--- src/sltc_pkg.sv ---
// Purpose: constants and carriers for the serial link transmit configuration bank
// Assumes: byte-wide registers behind the configuration serial port write/read strobes
// Notes:   offsets and fields are the hardware map
package sltc_pkg;

  localparam int          ADDR_W           = 8;
  localparam int          DATA_W           = 8;
  localparam logic [7:0]  ADDR_LANE_DRV    = 8'h47;
  localparam logic [7:0]  ADDR_LINK_CFG    = 8'h60;
  localparam logic [7:0]  RST_LANE_DRV     = 8'h00;
  localparam logic [7:0]  RST_LINK_CFG     = 8'h7d;
  localparam logic [7:0]  LANE_DRV_MASK    = 8'h77;
  localparam logic [9:0]  IDLE_PATTERN     = 10'h155;
  localparam int          PAT_W            = 10;

  // lane driver fields
  localparam int          SWING_LSB        = 4;
  localparam int          DEEMPH_LSB       = 0;
  // link config fields
  localparam int          SCR_BIT          = 7;
  localparam int          FPM_LSB          = 2;
  localparam int          LANES_BIT        = 1;
  localparam int          EN_BIT           = 0;

  typedef struct packed {
    logic       scrambler_on;
    logic [4:0] frames_per_multiframe_minus_one;
    logic       lanes_per_channel_minus_one;
  } sltc_framer_cfg_s;

  typedef struct packed {
    logic [2:0] driver_swing_sel;
    logic [2:0] deemphasis_sel;
  } sltc_driver_cfg_s;

endpackage

--- src/sltc_idle_gen.sv ---
// Purpose: alternating idle pattern source for a disabled link
// Assumes: one parallel word per clock towards the serialiser
// Notes:   even word width keeps the 0101 phase continuous
`timescale 1ns/1ps
module sltc_idle_gen
  import sltc_pkg::*;
(
  input  wire logic              clk,     // register clock
  input  wire logic              nrst,    // async reset, active low
  output logic     [PAT_W-1:0]   pattern  // repeating 0101 word
);

  always_ff @(posedge clk or negedge nrst) begin
    if (!nrst) begin
      pattern <= '0;
    end else begin
      pattern <= IDLE_PATTERN;
    end
  end

endmodule // sltc_idle_gen

--- src/sltc_top.sv ---
// Purpose: transmit link configuration registers and lane word select
// Assumes: serial port gives one-cycle wr_stb/rd_stb with addr and wdata
// Notes:   framer settings shadowed while the link is disabled
//          lane word and link_enable switch on the same clock edge
//          unmapped addresses ignore writes and read back as zero
// Notes on behaviour
// - bit 7 of link config enables scrambling; resets to off.
// - bits 6:2 hold frames per multiframe minus one; reset 11111 gives 32.
// - bit 1 is lanes per channel minus one; reset is single lane.
// - bit 0 is link enable; resets to 1, writing 0 disables.
// - enabled link sends framer data normally.
// - disabled link repeats 0101010101 on every lane.
// - bits 6:4 pick one of eight driver swings, 0.580 V to 1.240 V.
// - bits 2:0 pick one of eight de-emphasis levels, none to strongest.
`timescale 1ns/1ps
module sltc_top
  import sltc_pkg::*;
#(
  parameter int LANE_W = PAT_W
)(
  input  wire logic              clk,           // 50 MHz register clock
  input  wire logic              nrst,          // async reset, active low
  input  wire logic [ADDR_W-1:0] addr,          // register address
  input  wire logic [DATA_W-1:0] wdata,         // write data
  input  wire logic              wr_stb,        // write strobe, one cycle
  input  wire logic              rd_stb,        // read strobe, one cycle
  input  wire logic [LANE_W-1:0] framer_word,   // framed word from the framer
  output logic      [DATA_W-1:0] rdata,         // read data
  output logic                   rvalid,        // read data valid pulse
  output logic                   link_enable,   // link running
  output sltc_framer_cfg_s       framer_cfg,    // settings used by the framer
  output sltc_driver_cfg_s       driver_cfg,    // lane driver analog codes
  output logic      [LANE_W-1:0] lane_word      // word to the serialiser
);

  // ----------------------------------------------------------------
  // register and next-value signals
  // ----------------------------------------------------------------
  logic [DATA_W-1:0] lane_drv_r;
  logic [DATA_W-1:0] link_cfg_r;
  logic [PAT_W-1:0]  idle_word;
  logic [DATA_W-1:0] lane_drv_nxt;
  logic [DATA_W-1:0] link_cfg_nxt;

  // ----------------------------------------------------------------
  // local constants
  // ----------------------------------------------------------------
  localparam int               FPM_W      = SCR_BIT - FPM_LSB;
  localparam int               CODE_W     = $bits(sltc_driver_cfg_s) / 2;
  localparam sltc_framer_cfg_s FRAMER_RST = RST_LINK_CFG[SCR_BIT:LANES_BIT];
  localparam logic             EN_RST     = RST_LINK_CFG[EN_BIT];

  // ----------------------------------------------------------------
  // helpers
  // ----------------------------------------------------------------
  // strobe target match
  function automatic logic hits(
    input logic [ADDR_W-1:0] a,
    input logic [ADDR_W-1:0] target
  );
    return a == target;
  endfunction

  // framer view of the link config byte
  function automatic sltc_framer_cfg_s framer_fields(input logic [DATA_W-1:0] v);
    sltc_framer_cfg_s f;
    f.scrambler_on                    = v[SCR_BIT];
    f.frames_per_multiframe_minus_one = v[FPM_LSB +: FPM_W];
    f.lanes_per_channel_minus_one     = v[LANES_BIT];
    return f;
  endfunction

  // analog codes of the lane driver byte
  function automatic sltc_driver_cfg_s driver_fields(input logic [DATA_W-1:0] v);
    sltc_driver_cfg_s c;
    c.driver_swing_sel = v[SWING_LSB +: CODE_W];
    c.deemphasis_sel   = v[DEEMPH_LSB +: CODE_W];
    return c;
  endfunction

  // link enable bit of the link config byte
  function automatic logic link_on(input logic [DATA_W-1:0] v);
    return v[EN_BIT];
  endfunction

  // read-back byte, zero for unmapped addresses
  function automatic logic [DATA_W-1:0] readback(
    input logic              hit_drv,
    input logic              hit_link,
    input logic [DATA_W-1:0] drv,
    input logic [DATA_W-1:0] link
  );
    return hit_drv ? drv : (hit_link ? link : '0);
  endfunction

  // framed data while running, idle pattern while stopped
  function automatic logic [LANE_W-1:0] lane_pick(
    input logic              en,
    input logic [LANE_W-1:0] data,
    input logic [LANE_W-1:0] idle
  );
    return en ? data : idle;
  endfunction

  // ----------------------------------------------------------------
  // decode
  // ----------------------------------------------------------------
  wire sel_drv  = hits(addr, ADDR_LANE_DRV);
  wire sel_link = hits(addr, ADDR_LINK_CFG);
  wire wr_drv   = wr_stb && sel_drv;
  wire wr_link  = wr_stb && sel_link;

  wire [DATA_W-1:0] rd_mux = readback(sel_drv, sel_link, lane_drv_r, link_cfg_r);

  // reserved driver bits held at zero whatever software writes
  wire [DATA_W-1:0] drv_wdata = wdata & LANE_DRV_MASK;

  // each register keeps its value unless its own strobe hits
  assign lane_drv_nxt = wr_drv  ? drv_wdata : lane_drv_r;
  assign link_cfg_nxt = wr_link ? wdata     : link_cfg_r;

  wire sltc_framer_cfg_s cfg_live    = framer_fields(link_cfg_r);
  wire sltc_driver_cfg_s driver_live = driver_fields(lane_drv_r);
  wire                   en_live     = link_on(link_cfg_r);

  // ----------------------------------------------------------------
  // registers
  // ----------------------------------------------------------------
  always_ff @(posedge clk or negedge nrst) begin
    if (!nrst) begin
      lane_drv_r <= RST_LANE_DRV;
    end else begin
      lane_drv_r <= lane_drv_nxt;
    end
  end

  always_ff @(posedge clk or negedge nrst) begin
    if (!nrst) begin
      link_cfg_r <= RST_LINK_CFG;
    end else begin
      link_cfg_r <= link_cfg_nxt;
    end
  end

  // ----------------------------------------------------------------
  // read port
  // ----------------------------------------------------------------
  // rvalid pulses once per strobe; rdata holds until the next read
  always_ff @(posedge clk or negedge nrst) begin
    if (!nrst) begin
      rvalid <= 1'b0;
    end else begin
      rvalid <= rd_stb;
    end
  end

  always_ff @(posedge clk or negedge nrst) begin
    if (!nrst) begin
      rdata <= '0;
    end else if (rd_stb) begin
      rdata <= rd_mux;
    end
  end

  // ----------------------------------------------------------------
  // framer shadow and outputs
  // ----------------------------------------------------------------
  // shadow follows the live fields only while the link is stopped, so a
  // running framer never sees a half-written configuration
  always_ff @(posedge clk or negedge nrst) begin
    if (!nrst) begin
      framer_cfg <= FRAMER_RST;
    end else if (!en_live) begin
      framer_cfg <= cfg_live;
    end
  end

  always_ff @(posedge clk or negedge nrst) begin
    if (!nrst) begin
      link_enable <= EN_RST;
    end else begin
      link_enable <= en_live;
    end
  end

  // driver codes reach the pads one cycle after the register
  always_ff @(posedge clk or negedge nrst) begin
    if (!nrst) begin
      driver_cfg <= '0;
    end else begin
      driver_cfg <= driver_live;
    end
  end

  sltc_idle_gen u_idle (
    .clk     (clk),
    .nrst    (nrst),
    .pattern (idle_word)
  );

  // ----------------------------------------------------------------
  // lane word select
  // ----------------------------------------------------------------
  // select follows the register, not link_enable, so lane_word and
  // link_enable change on the same edge
  wire [LANE_W-1:0] idle_fit = LANE_W'(idle_word);
  wire [LANE_W-1:0] lane_nxt = lane_pick(en_live, framer_word, idle_fit);

  always_ff @(posedge clk or negedge nrst) begin
    if (!nrst) begin
      lane_word <= '0;
    end else begin
      lane_word <= lane_nxt;
    end
  end

endmodule // sltc_top

--- config.mk ---
export PLATFORM = sky130hd
export DESIGN_NAME = sltc_top
export DESIGN_NICKNAME = d
export VERILOG_FILES = /design/src/sltc_pkg.sv /design/src/sltc_idle_gen.sv /design/src/sltc_top.sv
export SDC_FILE = /design/constraint.sdc
export NUM_CORES = 1
export LEC_CHECK = 0
export ABC_CLOCK_PERIOD_IN_PS = 3400
export BUFFER_PORTS_ARGS = -buffer_cell sky130_fd_sc_hd__clkbuf_2
export CAP_MARGIN = 20
export CELL_PAD_IN_SITES_DETAIL_PLACEMENT = 0
export CELL_PAD_IN_SITES_GLOBAL_PLACEMENT = 1
export CORE_MARGIN = 3
export CORE_UTILIZATION = 44
export CTS_BUF_LIST = sky130_fd_sc_hd__clkbuf_4
export CTS_CLUSTER_SIZE = 14
export DETAILED_ROUTE_END_ITERATION = 8
export GPL_ROUTABILITY_DRIVEN = 1
export HOLD_SLACK_MARGIN = 0.1
export PLACE_DENSITY = 0.88
export SKIP_LAST_GASP = 1
export SYNTH_ARGS = -nofsm -noshare
export SYNTH_HDL_FRONTEND = slang
export SYNTH_HIERARCHICAL = 1
export SYNTH_SLANG_ARGS = --single-unit
--- constraint.sdc ---
create_clock -name clk -period 3.4 [get_ports clk]
set_input_delay 0.85 -clock clk [delete_from_list [all_inputs] [get_ports clk]]
set_output_delay 0.85 -clock clk [all_outputs]
set_load 0.05 [all_outputs]
==> impl_metrics.toml, run 1 <==
[sta]
fmax_mhz = 493
final.min_clock_period_ns = 2.03
slew_headroom_pct = 58.2
tns_ns = 0
fin_skew_ns = 0.0116
fin_crit_sh_pct = 59.7
setup_viol = 0
drv_slew = 0
hold_viol = 0
rsz0062_at_grt = "no"
tightestPinTransition_ns = 0.628

[place]
placedInstanceArea_mm2 = 0.00219
routabilityCongestion = 0.758
hpwl_um = 2630
numPortBuffers = 62

[layout]
nNetsFinal = 216
nFillCells = 333
area_growth_pct = 22.3
fin_area_mm2 = 0.00230
fin_util_pct = 56.7
final_layout_size_suffix_gt1_share_pct = 64.2
antenna_cells = 0

[synth]
yosys_warnings = 6
synthArstFlopShare_pct = 100
synth-seq-cells = 48
synthFlopType = "dfrtp_1"
synth.most_common_cell = "dfrtp_1"
yosysSeqAreaShare_pct = 64.6
yosysTopAreaCell = "dfrtp_1"
netlist_area_mm2 = 0.00188
ys_top_cells_by_area = "dfrtp_1 (48%), mux2_2 (19%), dfstp_2 (17%)"
synth.distinct_cells = 18
avgSynthCellArea_um2 = 15.2
yosys-top-cells-count = "dfrtp_1 (36), mux2_2 (31), dfstp_2 (12)"
synthCells = 124
synth_edf_count = 0
synth_top_cell_area_share_pct = 47.9

[floorplanning]
dieHeight_um = 71.4
die-area_mm2 = 0.00510
coreArea_mm2 = 0.00406
die_w_um = 71.4
rows = 23
start_util_pct = 46.4
boundaryPins = 63

[setup_path]
path_buf_inv = 1
cp_slowest_cell = "dfstp_2"
path_delay_family = "flip-flops"
arrival_ns = 1.18
cp_max_fo = 2
max_stage_delay_ns = 0.56
worstSetupPathType = "flip-flop to primary output"
worst_setup_path_end_kind = "primary output"
critPathLaunchType = "flip-flop"
cp_cell_sequence = "clkbuf_2"
timing.reg2reg.setup_slack_ns = 2.06
crit_required_ns = 2.55

[grt]
grt_pass1_wl_um = 5920
grt_max_degree = 46
antenna_found_initial = 0
grt_pass1_vias = 1266
grt-ovfl-total = 0
grt_usage_pct = 15.0

[detailed_routing]
dr.pass1.iters = 4
ant_nets = 0
routed_wl_um = 3490
drc = 0
wl_per_cell_um = 14.7
vias = 1181
drt-initial-drc-count = 71
via_per_inst = 4.98

[clock_tree]
cts_root_buf = "clkbuf_4"
cts_buffers = 5
ctsLongestPathBuffers = 2
post-cts-setup-buffers = 0
cts_resized = 0
path_clk_slew_ns = 0.14
htree_levels = 2
hold_buffers = 0
cts_tree = "yes"
cts_sinks = 48
insertion_delay_ns = 0.35

[run]
drv_cap = 0

[run_status]
status = "finished, final reports clean"

[worst_hold_path]
min_path_type = "flip-flop to flip-flop"

[pwr]
total_power_mw = 1.07
leakagePower_nw = 1.13
p_per_area_mw_per_mm2 = 467
peakVddDrop_uv = 282
==> cells by family after synthesis <==
| family | after synthesis | share of synthesized area, % |
|---|---|---|
| flip-flops | 48 | 64.6 |
| multiplexers | 31 | 18.6 |
| AO/OA/AOI/OAI | 14 | 4.92 |
| buffers and inverters | 21 | 6.05 |
| other | 2 | 0.399 |
| AND/OR/NAND/NOR | 8 | 5.45 |
==> flip-flops by register name, summed over array words and instances, names as in the netlist, 6 cells and up <==
name	cells
driver_cfg	6
framer_cfg	7
lane_drv_r	6
lane_word	10
link_cfg_r	8
rdata	8
==> metal layers <==
| layer | GRT usage (%) | part of all wire, % | vias to the layer above |
|---|---|---|---|
| li1 | - | - | 541 |
| met1 | 17.3 | 39 | 580 |
| met2 | 25.9 | 50 | 58 |
| met3 | 5.89 | 10 | 2 |
| met4 | 4.38 | 0.29 | 0 |
| met5 | 0 | 0 | - |
==> per-stage QoR <==
step / instances / hold slack, ns / setup slack (ns)
floorplan: 128 / 0.352 / 1.48
global placement: 228 / 0.393 / 1.22
detailed placement: 228 / 0.403 / 1.19
CTS: 236 / 0.435 / 1.34
global route: 237 / 0.445 / 1.31
finish: 237 / 0.431 / 1.37
==> cells in the final DEF (no fill, tap or decap) <==
cell / netlist / final
mux2_2: 31 / 31
nand3_4: 1 / 1
nand4_1: 2 / 2
buf_4: 9 / 1
clkinv_2: 0 / 1
dfrtp_1: 36 / 36
nand2_1: 1 / 1
conb_1: 2 / 6
o22ai_1: 6 / 6
clkbuf_2: 0 / 62
inv_1: 8 / 8
nor4b_4: 2 / 2
o21ai_0: 2 / 2
bufinv_16: 0 / 1
buf_16: 0 / 1
dfstp_2: 12 / 12
nand3_2: 1 / 1
clkbuf_4: 0 / 5
a22oi_1: 6 / 6
and4b_2: 1 / 1
clkinvlp_4: 0 / 1
==> cell type report <==
class                           instances  area, um^2  share of cell area [%]
Clock buffer                            5        37.5                    1.63
Multi-Input combinational cell         59         567                    24.6
Clock inverter                          3        42.5                    1.85
Sequential cell                        48        1220                    52.9
Timing Repair Buffer                   64         345                    15.0
Inverter                                8        30.0                    1.31
Tap cell                               50        62.6                    2.72
==> report_power, final <==
part / switching, mW / internal, mW / leakage, nW
clock network: 0.169 / 0.153 / 0.0412
registers: 0.0165 / 0.600 / 0.596
logic: 0.0899 / 0.0465 / 0.493
total: 0.275 / 0.800 / 1.13
==> final timing paths <==
| path | start | endpoint | cells after the start |
|---|---|---|---|
| worst max-delay path | framer_cfg[1] | framer_cfg[1] | 1 |
| worst min-delay path | lane_drv_r[1] | driver_cfg[1] | 0 |
| worst max register to register | link_cfg_r[0] | lane_word[8] | 1 |
| worst min register to register | lane_drv_r[1] | driver_cfg[1] | 0 |
| max in group asynchronous | nrst | link_cfg_r[4] | 3 |
| min in group asynchronous | nrst | rdata[2] | 1 |
(Power assumes the default switching activity.)
==> run 2, diff against run 1 <==
--- a/config.mk
+++ b/config.mk
@@ -5,19 +5,19 @@
 export SDC_FILE = /design/constraint.sdc
 export NUM_CORES = 1
 export LEC_CHECK = 0
-export ABC_CLOCK_PERIOD_IN_PS = 3400
+export ABC_CLOCK_PERIOD_IN_PS = 1950
 export BUFFER_PORTS_ARGS = -buffer_cell sky130_fd_sc_hd__clkbuf_2
 export CAP_MARGIN = 20
 export CELL_PAD_IN_SITES_DETAIL_PLACEMENT = 0
 export CELL_PAD_IN_SITES_GLOBAL_PLACEMENT = 1
 export CORE_MARGIN = 3
-export CORE_UTILIZATION = 44
+export CORE_UTILIZATION = 41
 export CTS_BUF_LIST = sky130_fd_sc_hd__clkbuf_4
 export CTS_CLUSTER_SIZE = 14
 export DETAILED_ROUTE_END_ITERATION = 8
 export GPL_ROUTABILITY_DRIVEN = 1
 export HOLD_SLACK_MARGIN = 0.1
-export PLACE_DENSITY = 0.88
+export PLACE_DENSITY = 0.83
 export SKIP_LAST_GASP = 1
 export SYNTH_ARGS = -nofsm -noshare
 export SYNTH_HDL_FRONTEND = slang
==> constraint.sdc (replaced) <==
create_clock -name clk -period 1.95 [get_ports clk]
set_input_delay 0.4875 -clock clk [delete_from_list [all_inputs] [get_ports clk]]
set_output_delay 0.4875 -clock clk [all_outputs]
set_load 0.05 [all_outputs]
==> impl_metrics.toml, run 2 (synthesized netlist as in run 1, its figures left out) <==
[run_status]
status = "finished, final reports clean"

[floorplanning]
die_w_um = 73.7
coreArea_mm2 = 0.00438
dieHeight_um = 73.7
boundaryPins = 63
die-area_mm2 = 0.00544
rows = 24
start_util_pct = 42.9

[grt]
antenna_found_initial = 0
grt_pass1_wl_um = 6220
grt_pass1_vias = 1270
grt_usage_pct = 15.4
grt_max_degree = 49
grt-ovfl-total = 0

[setup_path]
critPathLaunchType = "flip-flop"
arrival_ns = 1.19
path_delay_family = "flip-flops"
path_buf_inv = 1
worst_setup_path_end_kind = "primary output"
max_stage_delay_ns = 0.56
cp_max_fo = 2
cp_cell_sequence = "clkbuf_2"
cp_slowest_cell = "dfstp_2"
crit_required_ns = 1.46
worstSetupPathType = "flip-flop to primary output"

[detailed_routing]
drt-initial-drc-count = 56
wl_per_cell_um = 15.4
via_per_inst = 4.90
drc = 0
ant_nets = 0
dr.pass1.iters = 4
vias = 1170
routed_wl_um = 3670

[layout]
regArea_mm2 = 0.00122
multi_input_area_um2 = 567
nFillCells = 403
top_regs = "lane_word (10), link_cfg_r (8), rdata (8)"
antenna_cells = 0
area_growth_pct = 21.3
nNetsFinal = 216
layout_common_cells = "clkbuf_2 (62), dfrtp_1 (36), mux2_2 (31)"
regMostFlops = "lane_word"
layout.cells.most_common = "clkbuf_2"
final_layout_size_suffix_gt1_share_pct = 64.2
largest_reg_flops = 10

[clock_tree]
cts_sinks = 48
ctsLongestPathBuffers = 2
path_clk_slew_ns = 0.14
cts_tree = "yes"
cts_root_buf = "clkbuf_4"
hold_buffers = 0
insertion_delay_ns = 0.37
post-cts-setup-buffers = 0
cts_resized = 0
htree_levels = 2
cts_buffers = 5

[sta]
fmax_mhz = 595
drv_slew = 0
tightestPinTransition_ns = 0.584
fin_skew_ns = 0.0160
slew_headroom_pct = 61.1
setup_viol = 0
final.min_clock_period_ns = 1.68
setup_slack_ns = 0.268
fin_crit_sh_pct = 86.3
rsz0062_at_grt = "no"
hold_viol = 0
tns_ns = 0

[run]
drv_cap = 0

[pwr]
peakVddDrop_uv = 473
leakagePower_nw = 1.13
p_per_area_mw_per_mm2 = 833
total_power_mw = 1.90

[place]
hpwl_um = 2750
routabilityCongestion = 0.760
dp_slack_ns = 0.216
numPortBuffers = 62

[worst_hold_path]
min_path_type = "input pin to asynchronous set/reset pin"
-- run 2: changes by cell type in the layout (fill, tap and decap cells not counted), sizes merged --
| cell | change |
|---|---|
| clkbuf | +1 |
| clkinvlp | -1 |
-- run 2: per-layer routing --
layer	track usage, %	vias up	part of all wire, %
met5	0	-	0
met4	5.43	0	1.4
met3	5.20	6	9.3
met2	25.1	57	49
met1	19.1	561	40
li1	-	546	-
-- run 2: final cells by class --
type                       count  share of cell area [%]
sequential                    48                    53.3
multi-input combinational     59                    24.8
timing repair buffer          64                    14.2
tap                           52                    2.85
clock buffer                   6                    1.97
clock inverter                 2                    1.53
inverter                       8                    1.32
-- run 2: final timing paths --
path / startpoint / end / slack [ns] / cells after the start
setup / recovery: framer_cfg[5] / framer_cfg[5] / 0.27 / 1
hold / removal: nrst / driver_cfg[5] / 0.18 / 2
setup reg to reg: link_cfg_r[0] / lane_word[4] / 0.62 / 1
hold reg to reg: lane_drv_r[1] / driver_cfg[1] / 0.42 / 0
max in group asynchronous: nrst / framer_cfg[3] / 1.35 / 2
min in group clk: rd_stb / rvalid / 0.35 / 1
-- run 2: power by group --
group / leakage, nW / switching [mW] / internal (mW)
registers: 0.596 / 0.0287 / 1.05
clock network: 0.0456 / 0.313 / 0.283
logic: 0.485 / 0.156 / 0.0761
-- run 2: through the flow --
| stage | cells | util, % | hold WS, ns | instance area (um^2) |
|---|---|---|---|---|
| 5_1_grt | 239 | 52.1 | 0.209 | 2280 |
| 6_report | 239 | 52.1 | 0.184 | 2280 |
| 3_3_place_gp | 231 | 50.3 | 0.392 | 2200 |
| 2_1_floorplan | 128 | - | 0.192 | 1900 |
| 3_5_place_dp | 231 | 50.3 | 0.394 | 2200 |
| 4_1_cts | 239 | 52.1 | 0.202 | 2280 |
==> run 3, diff against run 2 <==
--- a/config.mk
+++ b/config.mk
@@ -6,18 +6,18 @@
 export NUM_CORES = 1
 export LEC_CHECK = 0
 export ABC_CLOCK_PERIOD_IN_PS = 1950
-export BUFFER_PORTS_ARGS = -buffer_cell sky130_fd_sc_hd__clkbuf_2
 export CAP_MARGIN = 20
 export CELL_PAD_IN_SITES_DETAIL_PLACEMENT = 0
 export CELL_PAD_IN_SITES_GLOBAL_PLACEMENT = 1
 export CORE_MARGIN = 3
-export CORE_UTILIZATION = 41
+export CORE_UTILIZATION = 51
 export CTS_BUF_LIST = sky130_fd_sc_hd__clkbuf_4
 export CTS_CLUSTER_SIZE = 14
 export DETAILED_ROUTE_END_ITERATION = 8
+export DONT_BUFFER_PORTS = 1
 export GPL_ROUTABILITY_DRIVEN = 1
 export HOLD_SLACK_MARGIN = 0.1
-export PLACE_DENSITY = 0.83
+export PLACE_DENSITY = 0.82
 export SKIP_LAST_GASP = 1
 export SYNTH_ARGS = -nofsm -noshare
 export SYNTH_HDL_FRONTEND = slang
==> impl_metrics.toml, run 3 (synthesized netlist as in run 1, its figures left out) <==
[run_status]
status = "finished, final reports clean"

[pwr]
leakagePower_nw = 0.876
peakVddDrop_uv = 678
p_per_area_mw_per_mm2 = 912

[grt]
grt_pass1_vias = 1038
grt_usage_pct = 16.1
grt-busiest-layer = "met2"
antenna_found_initial = 0
grt_pass1_wl_um = 5180
grt_util_met2_pct = 25.7
grt_max_degree = 49
grt-ovfl-total = 0
use_met1_pct = 19.3
met3_usage_pct = 6.41

[clock_tree]
post-cts-setup-buffers = 0
cts_tree = "yes"
cts_root_buf = "clkbuf_4"
path_clk_slew_ns = 0.14
cts_sinks = 48
hold_buffers = 2
insertion_delay_ns = 0.35
htree_levels = 2
cts_resized = 0
ctsLongestPathBuffers = 2
cts_buffers = 5

[floorplanning]
die-area_mm2 = 0.00445
die_w_um = 66.7
coreArea_mm2 = 0.00344
dieHeight_um = 66.7
boundaryPins = 63
rows = 21
start_util_pct = 54.7

[detailed_routing]
vias = 955
wl_per_cell_um = 18.3
drt-initial-drc-count = 72
dr.pass1.iters = 4
ant_nets = 0
routed_wl_um = 3170
drc = 0
via_per_inst = 5.52

[setup_path]
critPathLaunchType = "flip-flop"
cp_max_fo = 2
crit_required_ns = 1.46
worstSetupPathType = "flip-flop to primary output"
arrival_ns = 1.07
worst_setup_path_end_kind = "primary output"

[layout]
fin_area_mm2 = 0.00201
final_layout_size_suffix_gt1_share_pct = 45.7
largest_reg_flops = 10
layout_common_cells = "dfrtp_1 (36), mux2_2 (31), dfstp_2 (12)"
regMostFlops = "lane_word"
antenna_cells = 0
nFillCells = 279
top_regs = "lane_word (10), link_cfg_r (8), rdata (8)"
area_growth_pct = 6.58
nNetsFinal = 156
layout.cells.most_common = "dfrtp_1"
regArea_mm2 = 0.00122
multi_input_area_um2 = 567
fin_util_pct = 58.3

[place]
placedInstanceArea_mm2 = 0.00188
numPortBuffers = 0
routabilityCongestion = 0.704
hpwl_um = 2210
dp_slack_ns = 0.312

[sta]
fin_skew_ns = 0.0155
drv_slew = 0
fin_crit_sh_pct = 79.9
setup_viol = 0
fmax_mhz = 642
slew_headroom_pct = 66.0
setup_slack_ns = 0.391
final.min_clock_period_ns = 1.56
hold_viol = 0
tns_ns = 0
rsz0062_at_grt = "no"
tightestPinTransition_ns = 0.511

[worst_hold_path]
min_path_type = "input pin to flip-flop"

[run]
drv_cap = 0
[run 3: cell count changes in the layout (fill, tap and decap cells not counted)]
cell           change
clkbuf_2          -62
dlygate4sd3_1      +2
buf_16             +1
buf_4              -1
[run 3: worst paths after layout]
| path | start | endpoint | slack, ns | depth (start not counted) |
|---|---|---|---|---|
| max | framer_cfg[2] | framer_cfg[2] | 0.39 | 0 |
| min | rd_stb | rdata[6] | 0.21 | 1 |
| max reg2reg | link_cfg_r[0] | lane_word[6] | 0.62 | 1 |
| min reg2reg | lane_drv_r[4] | driver_cfg[3] | 0.42 | 0 |
| max in group asynchronous | nrst | link_enable | 1.04 | 2 |
| min in group asynchronous | nrst | rdata[6] | 0.63 | 2 |
[run 3: metal layers]
layer  wire length, um  up-vias
li1                  -      425
met5                 0        -
met1              1240      485
met4                68        0
met3               276        8
met2              1590       37
[run 3: area by class of cell]
class | instances | area share (%)
Timing Repair Buffer | 4 | 2.74
Inverter | 8 | 1.50
Multi-Input combinational cell | 59 | 28.3
Tap cell | 46 | 2.87
Sequential cell | 48 | 60.6
Clock buffer | 6 | 2.25
Clock inverter | 2 | 1.75
[run 3: where the power goes]
group	switching (mW)	leakage, nW	internal, mW
Sequential	0.126	0.596	1.05
Combinational	0.0347	0.234	0.0462
Clock	0.293	0.0456	0.283
Total	0.453	0.876	1.38
[run 3: through the flow]
step	std cells	total power [mW]	hold slack (ns)
4_1_cts	172	1.85	0.129
5_1_grt	173	1.92	0.179
3_3_place_gp	162	1.24	0.193
6_report	173	1.83	0.209
2_1_floorplan	128	1.24	0.192
3_5_place_dp	162	1.24	0.193
